<file path="config.mk">
export PLATFORM = sky130hd
export DESIGN_NAME = square_mac_dual_sub_datapath
export DESIGN_NICKNAME = d
export VERILOG_FILES = /design/src/square_datapath_pkg.sv /design/src/square_mult.sv /design/src/sat_clip.sv /design/src/square_mac_dual_sub_datapath.sv
export VERILOG_INCLUDE_DIRS = /design/src
export SDC_FILE = /design/constraint.sdc
export NUM_CORES = 2
export LEC_CHECK = 0
export BUFFER_PORTS_ARGS = -buffer_cell sky130_fd_sc_hd__buf_2
export CAP_MARGIN = 25
export CORE_UTILIZATION = 55
export CTS_CLUSTER_DIAMETER = 30
export DETAILED_ROUTE_END_ITERATION = 10
export PLACE_DENSITY = 0.83
export SYNTH_ARGS = -nofsm -noshare
export SYNTH_HDL_FRONTEND = slang
export SYNTH_SLANG_ARGS = --single-unit
</file>
<file path="constraint.sdc">
create_clock -name core_clk -period 25.3 [get_ports core_clk]
set_clock_uncertainty 0.05 [all_clocks]
set_input_delay 1.265 -clock core_clk [delete_from_list [all_inputs] [get_ports core_clk]]
set_output_delay 1.265 -clock core_clk [all_outputs]
set_load 0.03 [all_outputs]
</file>
<file path="src/square_datapath_cfg.svh">
`ifndef SQUARE_DATAPATH_CFG_SVH
`define SQUARE_DATAPATH_CFG_SVH

// Register byte offsets
`define CTRL_OFFSET      8'h00
`define STATUS_OFFSET    8'h04
`define T3_OFFSET        8'h08
`define ACC_BASE         8'h20
`define ACC_REGION_MASK  8'he0
`define ACC_HI_BIT       2

// Mode register field positions
`define CTRL_FRAC_BIT    0
`define CTRL_MULTIPLY_SATURATION_BIT_BIT    1
`define CTRL_WIDE_BIT    2
`define CTRL_DATA_SATURATION_BIT_BIT    3
`define CTRL_SIGN_EXTENSION_MODE_BIT_BIT    4
`define CTRL_RDM_BIT     5
`define CTRL_LEGACY_BIT  6
`define CTRL_WIDTH       7
`define CTRL_RESET       7'h10

// Status register field positions
`define STATUS_CARRY_BIT 4

// Arithmetic constants
`define ROUND_ADD        42'h000_0000_8000
`define ROUND_TIE        16'h8000
`define MUL_SAT_VALUE    40'h00_7fff_ffff
`define MUL_SAT_INPUT    17'h1_8000

// Bus answers
`define RESP_OKAY        2'h0
`define RESP_SLVERR      2'h2

`endif

</file>
<file path="src/square_datapath_pkg.sv">
package square_datapath_pkg;

  typedef enum logic [3:0] {
    op_idle              = 4'b0000,
    square_accumulate_op = 4'b0001,
    square_subtract_op   = 4'b0010,
    register_square_op   = 4'b0011,
    memory_square_op     = 4'b0100,
    square_distance_op   = 4'b0101,
    dual_mem_minus_acc   = 4'b0110,
    dual_acc_minus_mem   = 4'b0111,
    dual_mem_minus_tmp   = 4'b1000,
    dual_tmp_minus_mem   = 4'b1001
  } op_t;

endpackage : square_datapath_pkg

</file>
<file path="src/square_mult.sv">
`timescale 1ns/100ps
`include "square_datapath_cfg.svh"

module square_mult (
  // Multiplier operands, 17-bit signed
  input  wire logic [16:0] mul_a,
  input  wire logic [16:0] mul_b,
  // Mode bits
  input  wire logic        frac_mode,
  input  wire logic        mul_sat_mode,
  // Product sign-extended to accumulator width
  output logic      [39:0] product
);

  logic signed [33:0] raw;
  logic        [34:0] scaled;
  logic               sat_case;

  assign raw = $signed(mul_a) * $signed(mul_b);
  assign scaled = frac_mode ? {raw, 1'b0} : {raw[33], raw};
  // Only the fractional square of the most negative word can overflow
  assign sat_case = frac_mode && mul_sat_mode &&
                    (mul_a == `MUL_SAT_INPUT) && (mul_b == `MUL_SAT_INPUT);

  assign product = sat_case ? `MUL_SAT_VALUE
                            : {{5{scaled[34]}}, scaled};

endmodule : square_mult

</file>
<file path="src/sat_clip.sv">
`timescale 1ns/100ps

module sat_clip #(
  parameter int IN_W     = 42,
  parameter int OUT_W    = 40,
  parameter int NARROW_W = 32
) (
  // Exact signed result
  input  wire logic [IN_W-1:0]  exact,
  // Check against the narrow range instead of the full width
  input  wire logic             narrow,
  input  wire logic             sat_en,
  // Clipped result and overflow
  output logic      [OUT_W-1:0] result,
  output logic                  ovf
);

  localparam logic [OUT_W-1:0] MAX_N =
    {{(OUT_W-NARROW_W+1){1'b0}}, {(NARROW_W-1){1'b1}}};
  localparam logic [OUT_W-1:0] MAX_O = {1'b0, {(OUT_W-1){1'b1}}};

  if (NARROW_W > OUT_W || OUT_W >= IN_W) begin : g_bad
    $error("sat_clip width parameters out of range");
  end

  logic fits_out;
  logic fits_nar;
  logic pos;
  logic [OUT_W-1:0] limit;

  assign fits_out = (&exact[IN_W-1:OUT_W-1]) | ~(|exact[IN_W-1:OUT_W-1]);
  assign fits_nar = (&exact[IN_W-1:NARROW_W-1]) |
                    ~(|exact[IN_W-1:NARROW_W-1]);
  assign ovf = narrow ? ~fits_nar : ~fits_out;
  assign pos = ~exact[IN_W-1];
  assign limit = narrow ? (pos ? MAX_N : ~MAX_N) : (pos ? MAX_O : ~MAX_O);
  assign result = (ovf && sat_en) ? limit : exact[OUT_W-1:0];

endmodule : sat_clip

</file>
<file path="src/square_mac_dual_sub_datapath.sv">
`timescale 1ns/100ps
`include "square_datapath_cfg.svh"

module square_mac_dual_sub_datapath #(
  parameter int ADDR_W = 8,
  parameter int MEM_AW = 16
) (
  // Clock and reset
  input  wire logic                      core_clk,
  input  wire logic                      reset,
  // AXI4-Lite write address and data
  input  wire logic [ADDR_W-1:0]         s_axi_awaddr,
  input  wire logic                      s_axi_awvalid,
  output logic                           s_axi_awready,
  input  wire logic [31:0]               s_axi_wdata,
  input  wire logic [3:0]                s_axi_wstrb,
  input  wire logic                      s_axi_wvalid,
  output logic                           s_axi_wready,
  // AXI4-Lite write response
  output logic [1:0]                     s_axi_bresp,
  output logic                           s_axi_bvalid,
  input  wire logic                      s_axi_bready,
  // AXI4-Lite read
  input  wire logic [ADDR_W-1:0]         s_axi_araddr,
  input  wire logic                      s_axi_arvalid,
  output logic                           s_axi_arready,
  output logic [31:0]                    s_axi_rdata,
  output logic [1:0]                     s_axi_rresp,
  output logic                           s_axi_rvalid,
  input  wire logic                      s_axi_rready,
  // Instruction from decode
  input  wire logic                      op_valid,
  input  wire square_datapath_pkg::op_t  op_code,
  input  wire logic [1:0]                src_sel,
  input  wire logic [1:0]                dst_sel,
  input  wire logic                      round_en,
  input  wire logic                      sq_from_mem,
  input  wire logic                      t3_load,
  // Operands from fetch
  input  wire logic [15:0]               mem_x,
  input  wire logic [15:0]               mem_y,
  input  wire logic [15:0]               temp_reg,
  input  wire logic [MEM_AW-1:0]         dbl_addr,
  output logic [MEM_AW-1:0]              dbl_pair_addr,
  input  wire logic [15:0]               dbl_msw,
  input  wire logic [15:0]               dbl_lsw,
  // Results and status
  output logic                           op_done,
  output logic [3:0]                     acov_flags,
  output logic                           carry_flag,
  output logic [15:0]                    t3_out
);

  if (ADDR_W < 8 || MEM_AW < 1) begin : g_bad
    $error("datapath parameters out of range");
  end

  // State
  logic [39:0]              acc_reg [0:3];
  logic [`CTRL_WIDTH-1:0]   ctrl_reg;
  logic [3:0]               acov_reg;
  logic                     carry_reg;
  logic [15:0]              t3_reg;
  logic                     done_reg;

  // Mode bits
  logic frac_mode;
  logic multiply_saturation_bit_mode;
  logic wide_mode;
  logic data_saturation_bit_mode;
  logic sign_extension_mode_bit_mode;
  logic rdm_mode;

  assign frac_mode   = ctrl_reg[`CTRL_FRAC_BIT];
  assign multiply_saturation_bit_mode   = ctrl_reg[`CTRL_MULTIPLY_SATURATION_BIT_BIT];
  assign wide_mode   = ctrl_reg[`CTRL_WIDE_BIT];
  assign data_saturation_bit_mode   = ctrl_reg[`CTRL_DATA_SATURATION_BIT_BIT];
  assign sign_extension_mode_bit_mode   = ctrl_reg[`CTRL_SIGN_EXTENSION_MODE_BIT_BIT];
  assign rdm_mode    = ctrl_reg[`CTRL_RDM_BIT];

  // Opcode decode
  logic op_fire;
  logic is_sqa;
  logic is_sqs;
  logic is_sqr;
  logic is_memory_square_op;
  logic is_dist;
  logic is_dual;
  logic is_mac;

  assign op_fire = op_valid && (op_code != square_datapath_pkg::op_idle);
  assign is_sqa  = op_code == square_datapath_pkg::square_accumulate_op;
  assign is_sqs  = op_code == square_datapath_pkg::square_subtract_op;
  assign is_sqr  = op_code == square_datapath_pkg::register_square_op;
  assign is_memory_square_op = op_code == square_datapath_pkg::memory_square_op;
  assign is_dist = op_code == square_datapath_pkg::square_distance_op;
  assign is_dual = (op_code == square_datapath_pkg::dual_mem_minus_acc) ||
                   (op_code == square_datapath_pkg::dual_acc_minus_mem) ||
                   (op_code == square_datapath_pkg::dual_mem_minus_tmp) ||
                   (op_code == square_datapath_pkg::dual_tmp_minus_mem);
  assign is_mac  = is_sqa || is_sqs || is_sqr || is_memory_square_op || is_dist;

  // Accumulator reads happen before this cycle's write-back
  logic [39:0] acc_src;
  logic [39:0] acc_dst;

  assign acc_src = acc_reg[src_sel];
  assign acc_dst = acc_reg[dst_sel];

  // Multiplier input
  logic        use_mem_sq;
  logic [16:0] mul_in;
  logic [39:0] product;

  assign use_mem_sq = is_memory_square_op || (sq_from_mem && (is_sqa || is_sqs));
  assign mul_in = use_mem_sq ? {mem_x[15], mem_x}
                             : acc_src[32:16];

  square_mult u_mult (
    .mul_a        (mul_in),
    .mul_b        (mul_in),
    .frac_mode    (frac_mode),
    .mul_sat_mode (multiply_saturation_bit_mode),
    .product      (product)
  );

  // MAC adder: register squares start from zero
  logic [41:0] mac_base;
  logic [41:0] mac_prod;
  logic [41:0] mac_sum;
  logic [41:0] rnd_add;
  logic        rnd_tie;
  logic        round_on;
  logic [41:0] mac_exact;
  logic [39:0] mac_res;
  logic        mac_ovf;

  assign mac_base = (is_sqa || is_sqs || is_dist)
                    ? {{2{acc_dst[39]}}, acc_dst} : 42'h000_0000_0000;
  assign mac_prod = {{2{product[39]}}, product};
  assign mac_sum  = is_sqs ? mac_base - mac_prod
                           : mac_base + mac_prod;

  // Rounding mode 1 breaks an exact half towards even
  assign round_on = round_en && !is_dist;
  assign rnd_add  = mac_sum + `ROUND_ADD;
  assign rnd_tie  = rdm_mode && (mac_sum[15:0] == `ROUND_TIE);
  assign mac_exact = round_on
                     ? {rnd_add[41:17], rnd_add[16] & ~rnd_tie, 16'h0000}
                     : mac_sum;

  sat_clip #(
    .IN_W     (42),
    .OUT_W    (40),
    .NARROW_W (32)
  ) u_mac_clip (
    .exact  (mac_exact),
    .narrow (!wide_mode),
    .sat_en (data_saturation_bit_mode),
    .result (mac_res),
    .ovf    (mac_ovf)
  );

  // Distance subtraction on the 40-bit ALU
  logic [39:0] dist_x;
  logic [39:0] dist_y;
  logic [41:0] dist_exact;
  logic [39:0] dist_res;
  logic        dist_ovf;
  logic        dist_carry;
  logic        dist_wide;

  // A 16-bit word moved up 16 places cannot leave 40 bits, so the
  // shift stage itself never reports overflow, legacy mode or not
  assign dist_x = {{8{sign_extension_mode_bit_mode & mem_x[15]}}, mem_x, 16'h0000};
  assign dist_y = {{8{sign_extension_mode_bit_mode & mem_y[15]}}, mem_y, 16'h0000};
  assign dist_exact = {{2{dist_x[39]}}, dist_x} -
                      {{2{dist_y[39]}}, dist_y};
  assign dist_wide  = wide_mode;
  // Carry set means no borrow
  assign dist_carry = dist_wide ? (dist_x >= dist_y)
                                : (dist_x[31:0] >= dist_y[31:0]);

  sat_clip #(
    .IN_W     (42),
    .OUT_W    (40),
    .NARROW_W (32)
  ) u_dist_clip (
    .exact  (dist_exact),
    .narrow (!dist_wide),
    .sat_en (data_saturation_bit_mode),
    .result (dist_res),
    .ovf    (dist_ovf)
  );

  // Dual 16-bit subtraction operands
  logic [23:0] mem_hi;
  logic [23:0] tmp_hi;
  logic        mem_first;
  logic        use_tmp;
  logic [23:0] other_hi;
  logic [15:0] other_lo;
  logic [23:0] a_hi;
  logic [23:0] b_hi;
  logic [15:0] a_lo;
  logic [15:0] b_lo;

  assign dbl_pair_addr = {dbl_addr[MEM_AW-1:1], ~dbl_addr[0]};
  assign mem_hi = {{8{sign_extension_mode_bit_mode & dbl_msw[15]}}, dbl_msw};
  assign tmp_hi = {{8{sign_extension_mode_bit_mode & temp_reg[15]}}, temp_reg};
  assign use_tmp = (op_code == square_datapath_pkg::dual_mem_minus_tmp) ||
                   (op_code == square_datapath_pkg::dual_tmp_minus_mem);
  assign mem_first =
    (op_code == square_datapath_pkg::dual_mem_minus_acc) ||
    (op_code == square_datapath_pkg::dual_mem_minus_tmp);
  assign other_hi = use_tmp ? tmp_hi : acc_src[39:16];
  assign other_lo = use_tmp ? temp_reg : acc_src[15:0];
  assign a_hi = mem_first ? mem_hi : other_hi;
  assign b_hi = mem_first ? other_hi : mem_hi;
  assign a_lo = mem_first ? dbl_lsw : other_lo;
  assign b_lo = mem_first ? other_lo : dbl_lsw;

  // Both halves computed in the same cycle
  logic [17:0] lo_exact;
  logic [25:0] hi_exact;
  logic [15:0] lo_res;
  logic [23:0] hi_res;
  logic        lo_ovf;
  logic        hi_ovf;
  logic        dual_ovf;
  logic        dual_carry;

  assign lo_exact = {{2{a_lo[15]}}, a_lo} - {{2{b_lo[15]}}, b_lo};
  assign hi_exact = {{2{a_hi[23]}}, a_hi} - {{2{b_hi[23]}}, b_hi};
  assign dual_carry = a_hi[15:0] >= b_hi[15:0];

  sat_clip #(
    .IN_W     (18),
    .OUT_W    (16),
    .NARROW_W (16)
  ) u_lo_clip (
    .exact  (lo_exact),
    .narrow (1'b1),
    .sat_en (data_saturation_bit_mode),
    .result (lo_res),
    .ovf    (lo_ovf)
  );

  sat_clip #(
    .IN_W     (26),
    .OUT_W    (24),
    .NARROW_W (16)
  ) u_hi_clip (
    .exact  (hi_exact),
    .narrow (1'b1),
    .sat_en (data_saturation_bit_mode),
    .result (hi_res),
    .ovf    (hi_ovf)
  );

  assign dual_ovf = lo_ovf | hi_ovf;

  // Write-back ports; on a clash the square result wins
  logic        wa_en;
  logic [39:0] wa_data;
  logic        wa_ovf;
  logic        wb_en;
  logic [3:0]  acov_set;

  assign wa_en   = op_fire && (is_mac || is_dual);
  assign wa_data = is_dual ? {hi_res, lo_res} : mac_res;
  assign wa_ovf  = is_dual ? dual_ovf : mac_ovf;
  assign wb_en   = op_fire && is_dist && (src_sel != dst_sel);

  for (genvar i = 0; i < 4; i++) begin : g_acov
    assign acov_set[i] =
      (wa_en && (dst_sel == 2'(i)) && wa_ovf) ||
      (op_fire && is_dist && (src_sel == 2'(i)) && dist_ovf);
  end

  always_ff @(posedge core_clk) begin
    for (int i = 0; i < 4; i++) begin
      if (reset) begin
        acc_reg[i] <= 40'h00_0000_0000;
      end else if (wa_en && dst_sel == 2'(i)) begin
        acc_reg[i] <= wa_data;
      end else if (wb_en && src_sel == 2'(i)) begin
        acc_reg[i] <= dist_res;
      end
    end
  end

  logic carry_next;

  assign carry_next = !op_fire ? carry_reg
                    : is_dist  ? dist_carry
                    : is_dual  ? dual_carry
                    : carry_reg;

  always_ff @(posedge core_clk) begin
    if (reset) begin
      carry_reg <= 1'b0;
      t3_reg    <= 16'h0000;
      done_reg  <= 1'b0;
    end else begin
      carry_reg <= carry_next;
      done_reg  <= op_fire;
      if (op_fire && use_mem_sq && t3_load) begin
        t3_reg <= mem_x;
      end
    end
  end

  // AXI4-Lite write path: address and data are held until both arrive
  logic              aw_held_reg;
  logic              w_held_reg;
  logic [ADDR_W-1:0] awaddr_reg;
  logic [31:0]       wdata_reg;
  logic [3:0]        wstrb_reg;
  logic              bvalid_reg;
  logic [1:0]        bresp_reg;
  logic              wr_go;
  logic              wr_ctrl;
  logic              wr_status;
  logic [3:0]        acov_clr;

  assign s_axi_awready = !aw_held_reg && !bvalid_reg;
  assign s_axi_wready  = !w_held_reg && !bvalid_reg;
  assign wr_go     = aw_held_reg && w_held_reg && !bvalid_reg;
  assign wr_ctrl   = wr_go && (awaddr_reg == ADDR_W'(`CTRL_OFFSET));
  assign wr_status = wr_go && (awaddr_reg == ADDR_W'(`STATUS_OFFSET));
  assign acov_clr  = (wr_status && wstrb_reg[0]) ? wdata_reg[3:0] : 4'h0;

  always_ff @(posedge core_clk) begin
    if (reset) begin
      aw_held_reg <= 1'b0;
      w_held_reg  <= 1'b0;
      awaddr_reg  <= '0;
      wdata_reg   <= 32'h0000_0000;
      wstrb_reg   <= 4'h0;
    end else begin
      if (s_axi_awvalid && s_axi_awready) begin
        aw_held_reg <= 1'b1;
        awaddr_reg  <= s_axi_awaddr;
      end else if (wr_go) begin
        aw_held_reg <= 1'b0;
      end
      if (s_axi_wvalid && s_axi_wready) begin
        w_held_reg <= 1'b1;
        wdata_reg  <= s_axi_wdata;
        wstrb_reg  <= s_axi_wstrb;
      end else if (wr_go) begin
        w_held_reg <= 1'b0;
      end
    end
  end

  always_ff @(posedge core_clk) begin
    if (reset) begin
      bvalid_reg <= 1'b0;
      bresp_reg  <= `RESP_OKAY;
    end else if (wr_go) begin
      bvalid_reg <= 1'b1;
      bresp_reg  <= (wr_ctrl || wr_status) ? `RESP_OKAY : `RESP_SLVERR;
    end else if (s_axi_bready) begin
      bvalid_reg <= 1'b0;
    end
  end

  // Mode register and sticky flags; a new overflow beats a clear
  always_ff @(posedge core_clk) begin
    if (reset) begin
      ctrl_reg <= `CTRL_RESET;
      acov_reg <= 4'h0;
    end else begin
      if (wr_ctrl && wstrb_reg[0]) begin
        ctrl_reg <= wdata_reg[`CTRL_WIDTH-1:0];
      end
      acov_reg <= (acov_reg & ~acov_clr) | acov_set;
    end
  end

  // AXI4-Lite read path
  logic        rvalid_reg;
  logic [31:0] rdata_reg;
  logic [1:0]  rresp_reg;
  logic        rd_ctrl;
  logic        rd_status;
  logic        rd_t3;
  logic        rd_acc;
  logic [39:0] rd_acc_val;
  logic [31:0] rd_word;

  assign s_axi_arready = !rvalid_reg;
  assign rd_ctrl   = s_axi_araddr == ADDR_W'(`CTRL_OFFSET);
  assign rd_status = s_axi_araddr == ADDR_W'(`STATUS_OFFSET);
  assign rd_t3     = s_axi_araddr == ADDR_W'(`T3_OFFSET);
  assign rd_acc    = ((s_axi_araddr & ADDR_W'(`ACC_REGION_MASK)) ==
                      ADDR_W'(`ACC_BASE)) && (s_axi_araddr[1:0] == 2'h0);
  assign rd_acc_val = acc_reg[s_axi_araddr[4:3]];
  assign rd_word =
    rd_ctrl   ? {{(32-`CTRL_WIDTH){1'b0}}, ctrl_reg} :
    rd_status ? {27'h000_0000, carry_reg, acov_reg} :
    rd_t3     ? {16'h0000, t3_reg} :
    !rd_acc   ? 32'h0000_0000 :
    s_axi_araddr[`ACC_HI_BIT] ? {24'h00_0000, rd_acc_val[39:32]}
                              : rd_acc_val[31:0];

  always_ff @(posedge core_clk) begin
    if (reset) begin
      rvalid_reg <= 1'b0;
      rdata_reg  <= 32'h0000_0000;
      rresp_reg  <= `RESP_OKAY;
    end else if (s_axi_arvalid && s_axi_arready) begin
      rvalid_reg <= 1'b1;
      rdata_reg  <= rd_word;
      rresp_reg  <= (rd_ctrl || rd_status || rd_t3 || rd_acc)
                    ? `RESP_OKAY : `RESP_SLVERR;
    end else if (s_axi_rready) begin
      rvalid_reg <= 1'b0;
    end
  end

  assign s_axi_bvalid = bvalid_reg;
  assign s_axi_bresp  = bresp_reg;
  assign s_axi_rvalid = rvalid_reg;
  assign s_axi_rdata  = rdata_reg;
  assign s_axi_rresp  = rresp_reg;
  assign op_done      = done_reg;
  assign acov_flags   = acov_reg;
  assign carry_flag   = carry_reg;
  assign t3_out       = t3_reg;

endmodule : square_mac_dual_sub_datapath

</file>
==> out/metrics.cfg <==
[status]
status = completed

[placement]
dp_hpwl_mm = 88.67
gp_congestion = 1.046
portBuffers = 185

[synth]
ys_seq_elements = 243
yosysWarnings = 0
synth-edff-count = 160
synthArstFlopShare = 0
synthFlopType = edfxtp_1
yosysTopAreaCell = fa_1
yosysTopAreaCellShare = 0.1571
ys_seq_area_frac = 0.1886
synth_cell_types = 109
netlist_area_mm2 = 0.03429
syn_inst = 3922
syn_area_per_cell_um2 = 8.742
ys_top_cells_by_area = fa_1, edfxtp_1, mux4_2

[critical_path]
endpoint_kind = register
slowest_delay_ns = 0.75
rr_endpoint = acc_reg[1][1]$_DFFE_PP_
worstSetupPathType = in2reg
r2r_setup_slack_ns = 10.04
r2r-start = acc_reg[0][18]$_DFFE_PP_
arrival_ns = 16.96
cp_max_fo = 56
required_ns = 25.62
slowest_stage = buf_4
startpoint_type = input pin
worst-r2r-cell-count = 46

[floorplan]
die_x_um = 251.7
die_area_mm2 = 0.06334
rows = 91
core_area_mm2 = 0.06160
start_util = 0.5566
dieHeight_um = 251.7
io_pins = 246

[sta]
hold_violations = 0
max_slew_margin = 0.2718
worst_pin_slew_ns = 1.090
fmax_mhz = 60.08
rsz0062_at_grt = no
setup-violations-final = 0
final.min_clock_period_ns = 16.65
slew_violations = 0
finalCritPeriodShare = 0.6579
fin_setup_tns_ns = 0

[grt]
track_usage = 0.3702
grt_overflow = 0
busiest_layer = met2
grt_util_met3 = 0.1053
met1_usage = 0.4325
grt_pass1_vias = 31440
grt_max_degree = 89
grt_pass1_wl_mm = 179.1
antenna_found_initial = 8
grt_use_met2 = 0.5695

[cells_and_area]
drive_above_1_share = 0.1332
area_growth_pct = 8.321
largest_reg_flops = 160
final_nets = 4605

[clocking]
holdBufCountCts = 0
root_buffer = clkbuf_16
cts_buffer_depth = 3
post_cts_buffers = 0
cts_inserted_buffers = 40
clock_sinks = 243
cts_resized = 0
cts_tree = done
htree_num_levels = 2
worstSkewPairLatency_ns = 0.57
clk_pin_slew_worst_paths_ns = 0.06

[hold_path]
hp-start = s_axi_rdata[18]$_SDFFE_PP0P_
hp-class = reg2reg
min_to = s_axi_rdata[18]$_SDFFE_PP0P_
hold_path_depth = 2

[route]
drc = 0
via_per_inst = 6.633
num_vias = 32160
drt_iter0_markers = 3982
dr.pass1.iters = 10
drtAntennaViolNets = 0
finalWirelength_mm = 118.2
drt-wirelength-per-cell_um = 24.38

[job]
cap_violations = 0

==> per-layer routing <==
layer  part of all wire  vias to the layer above
li1                   -                    14090
met1               0.34                    15140
met2               0.44                     2267
met3               0.13                      651
met4              0.099                       10
met5            0.00056                        -
==> cells by family (layout without fill, tap and decap cells) <==
group | Yosys count | count (layout) | synth area share
other cells | 1 | 4 | 0.0001094
mux | 225 | 225 | 0.1116
xor+xnor | 168 | 168 | 0.04376
buf+inv | 635 | 722 | 0.07507
fa+ha+maj | 458 | 458 | 0.2260
flops | 243 | 243 | 0.1886
compound gates | 975 | 975 | 0.1887
simple gates | 1217 | 1217 | 0.1662
==> Yosys cell counts (84+ instances only) <==
cell and n:
nand2_1 434, inv_1 397, a21oi_1 338, nor2_1 335, fa_1 269, ha_1 189
edfxtp_1 160, o21ai_0 146, clkbuf_1 140, mux4_2 119, xnor2_1 101, mux2i_1 84
==> worst max-delay path: cells and delay by family <==
family          cells  cell delay, ns
xor+xnor            5            1.63
simple gates       17            5.58
compound gates      6            1.53
buf+inv            10            2.58
mux                 2            0.92
fa+ha+maj           8            3.42
==> layout make-up <==
cell class	count	area, um^2
inverters	406	1524
flip-flops and latches	243	6467
well taps	837	1047
multi-input cells	3045	25310
diodes	2	5.005
clock inverters	29	345.3
fillers	5150	24460
repair buffers	244	1404
clock buffers	43	1033
==> worst max-delay path by stage <==
| stage | start | to | slack, ns | cells after the start |
|---|---|---|---|---|
| floorplan | op_code[1] | acc_reg[1][32]$_DFFE_PP_ | 11.48 | 50 |
| global placement | src_sel[0] | acc_reg[1][25]$_DFFE_PP_ | 8.52 | 48 |
| detailed placement | src_sel[0] | acc_reg[1][18]$_DFFE_PP_ | 8.44 | 48 |
| CTS | src_sel[0] | acc_reg[1][22]$_DFFE_PP_ | 8.92 | 48 |
| global route | src_sel[0] | acc_reg[1][24]$_DFFE_PP_ | 7.78 | 48 |
| finish | src_sel[0] | acc_reg[1][1]$_DFFE_PP_ | 8.65 | 48 |
==> per-stage QoR <==
| step | setup slack (ns) | instance area (um^2) | instances | utilization | hold WS, ns |
|---|---|---|---|---|---|
| 2_1_floorplan | 11.48 | 34290 | 3923 | - | 0.3808 |
| 3_3_place_gp | 8.524 | 35700 | 4772 | 0.5796 | 0.3883 |
| 3_5_place_dp | 8.444 | 35740 | 4774 | 0.5802 | 0.3935 |
| 4_1_cts | 8.918 | 37120 | 4846 | 0.6026 | 0.4029 |
| 5_1_grt | 7.777 | 37140 | 4848 | 0.6029 | 0.4165 |
| 6_report | 8.655 | 37140 | 4849 | 0.6029 | 0.4026 |
==> layout by cell type (no fill, tap or decap), types with 32 or more instances in the layout <==
| cell type | instances |
|---|---|
| a21o_1 | 60 |
| a21oi_1 | 338 |
| and2_1 | 33 |
| and3_1 | 34 |
| buf_2 | 182 |
| buf_4 | 60 |
| clkbuf_16 | 41 |
| dfxtp_1 | 82 |
| edfxtp_1 | 160 |
| fa_1 | 269 |
| ha_1 | 189 |
| inv_1 | 397 |
| mux2i_1 | 84 |
| mux4_2 | 119 |
| nand2_1 | 433 |
| nand2b_1 | 32 |
| nand3_1 | 68 |
| nand4_1 | 48 |
| nor2_1 | 335 |
| nor2b_1 | 60 |
| nor3_1 | 58 |
| o21ai_0 | 145 |
| o221ai_1 | 71 |
| xnor2_1 | 101 |
| xor2_1 | 64 |
Power is not shown: default switching activity piles up to over one toggle a cycle in this logic, so the estimate is an artifact.
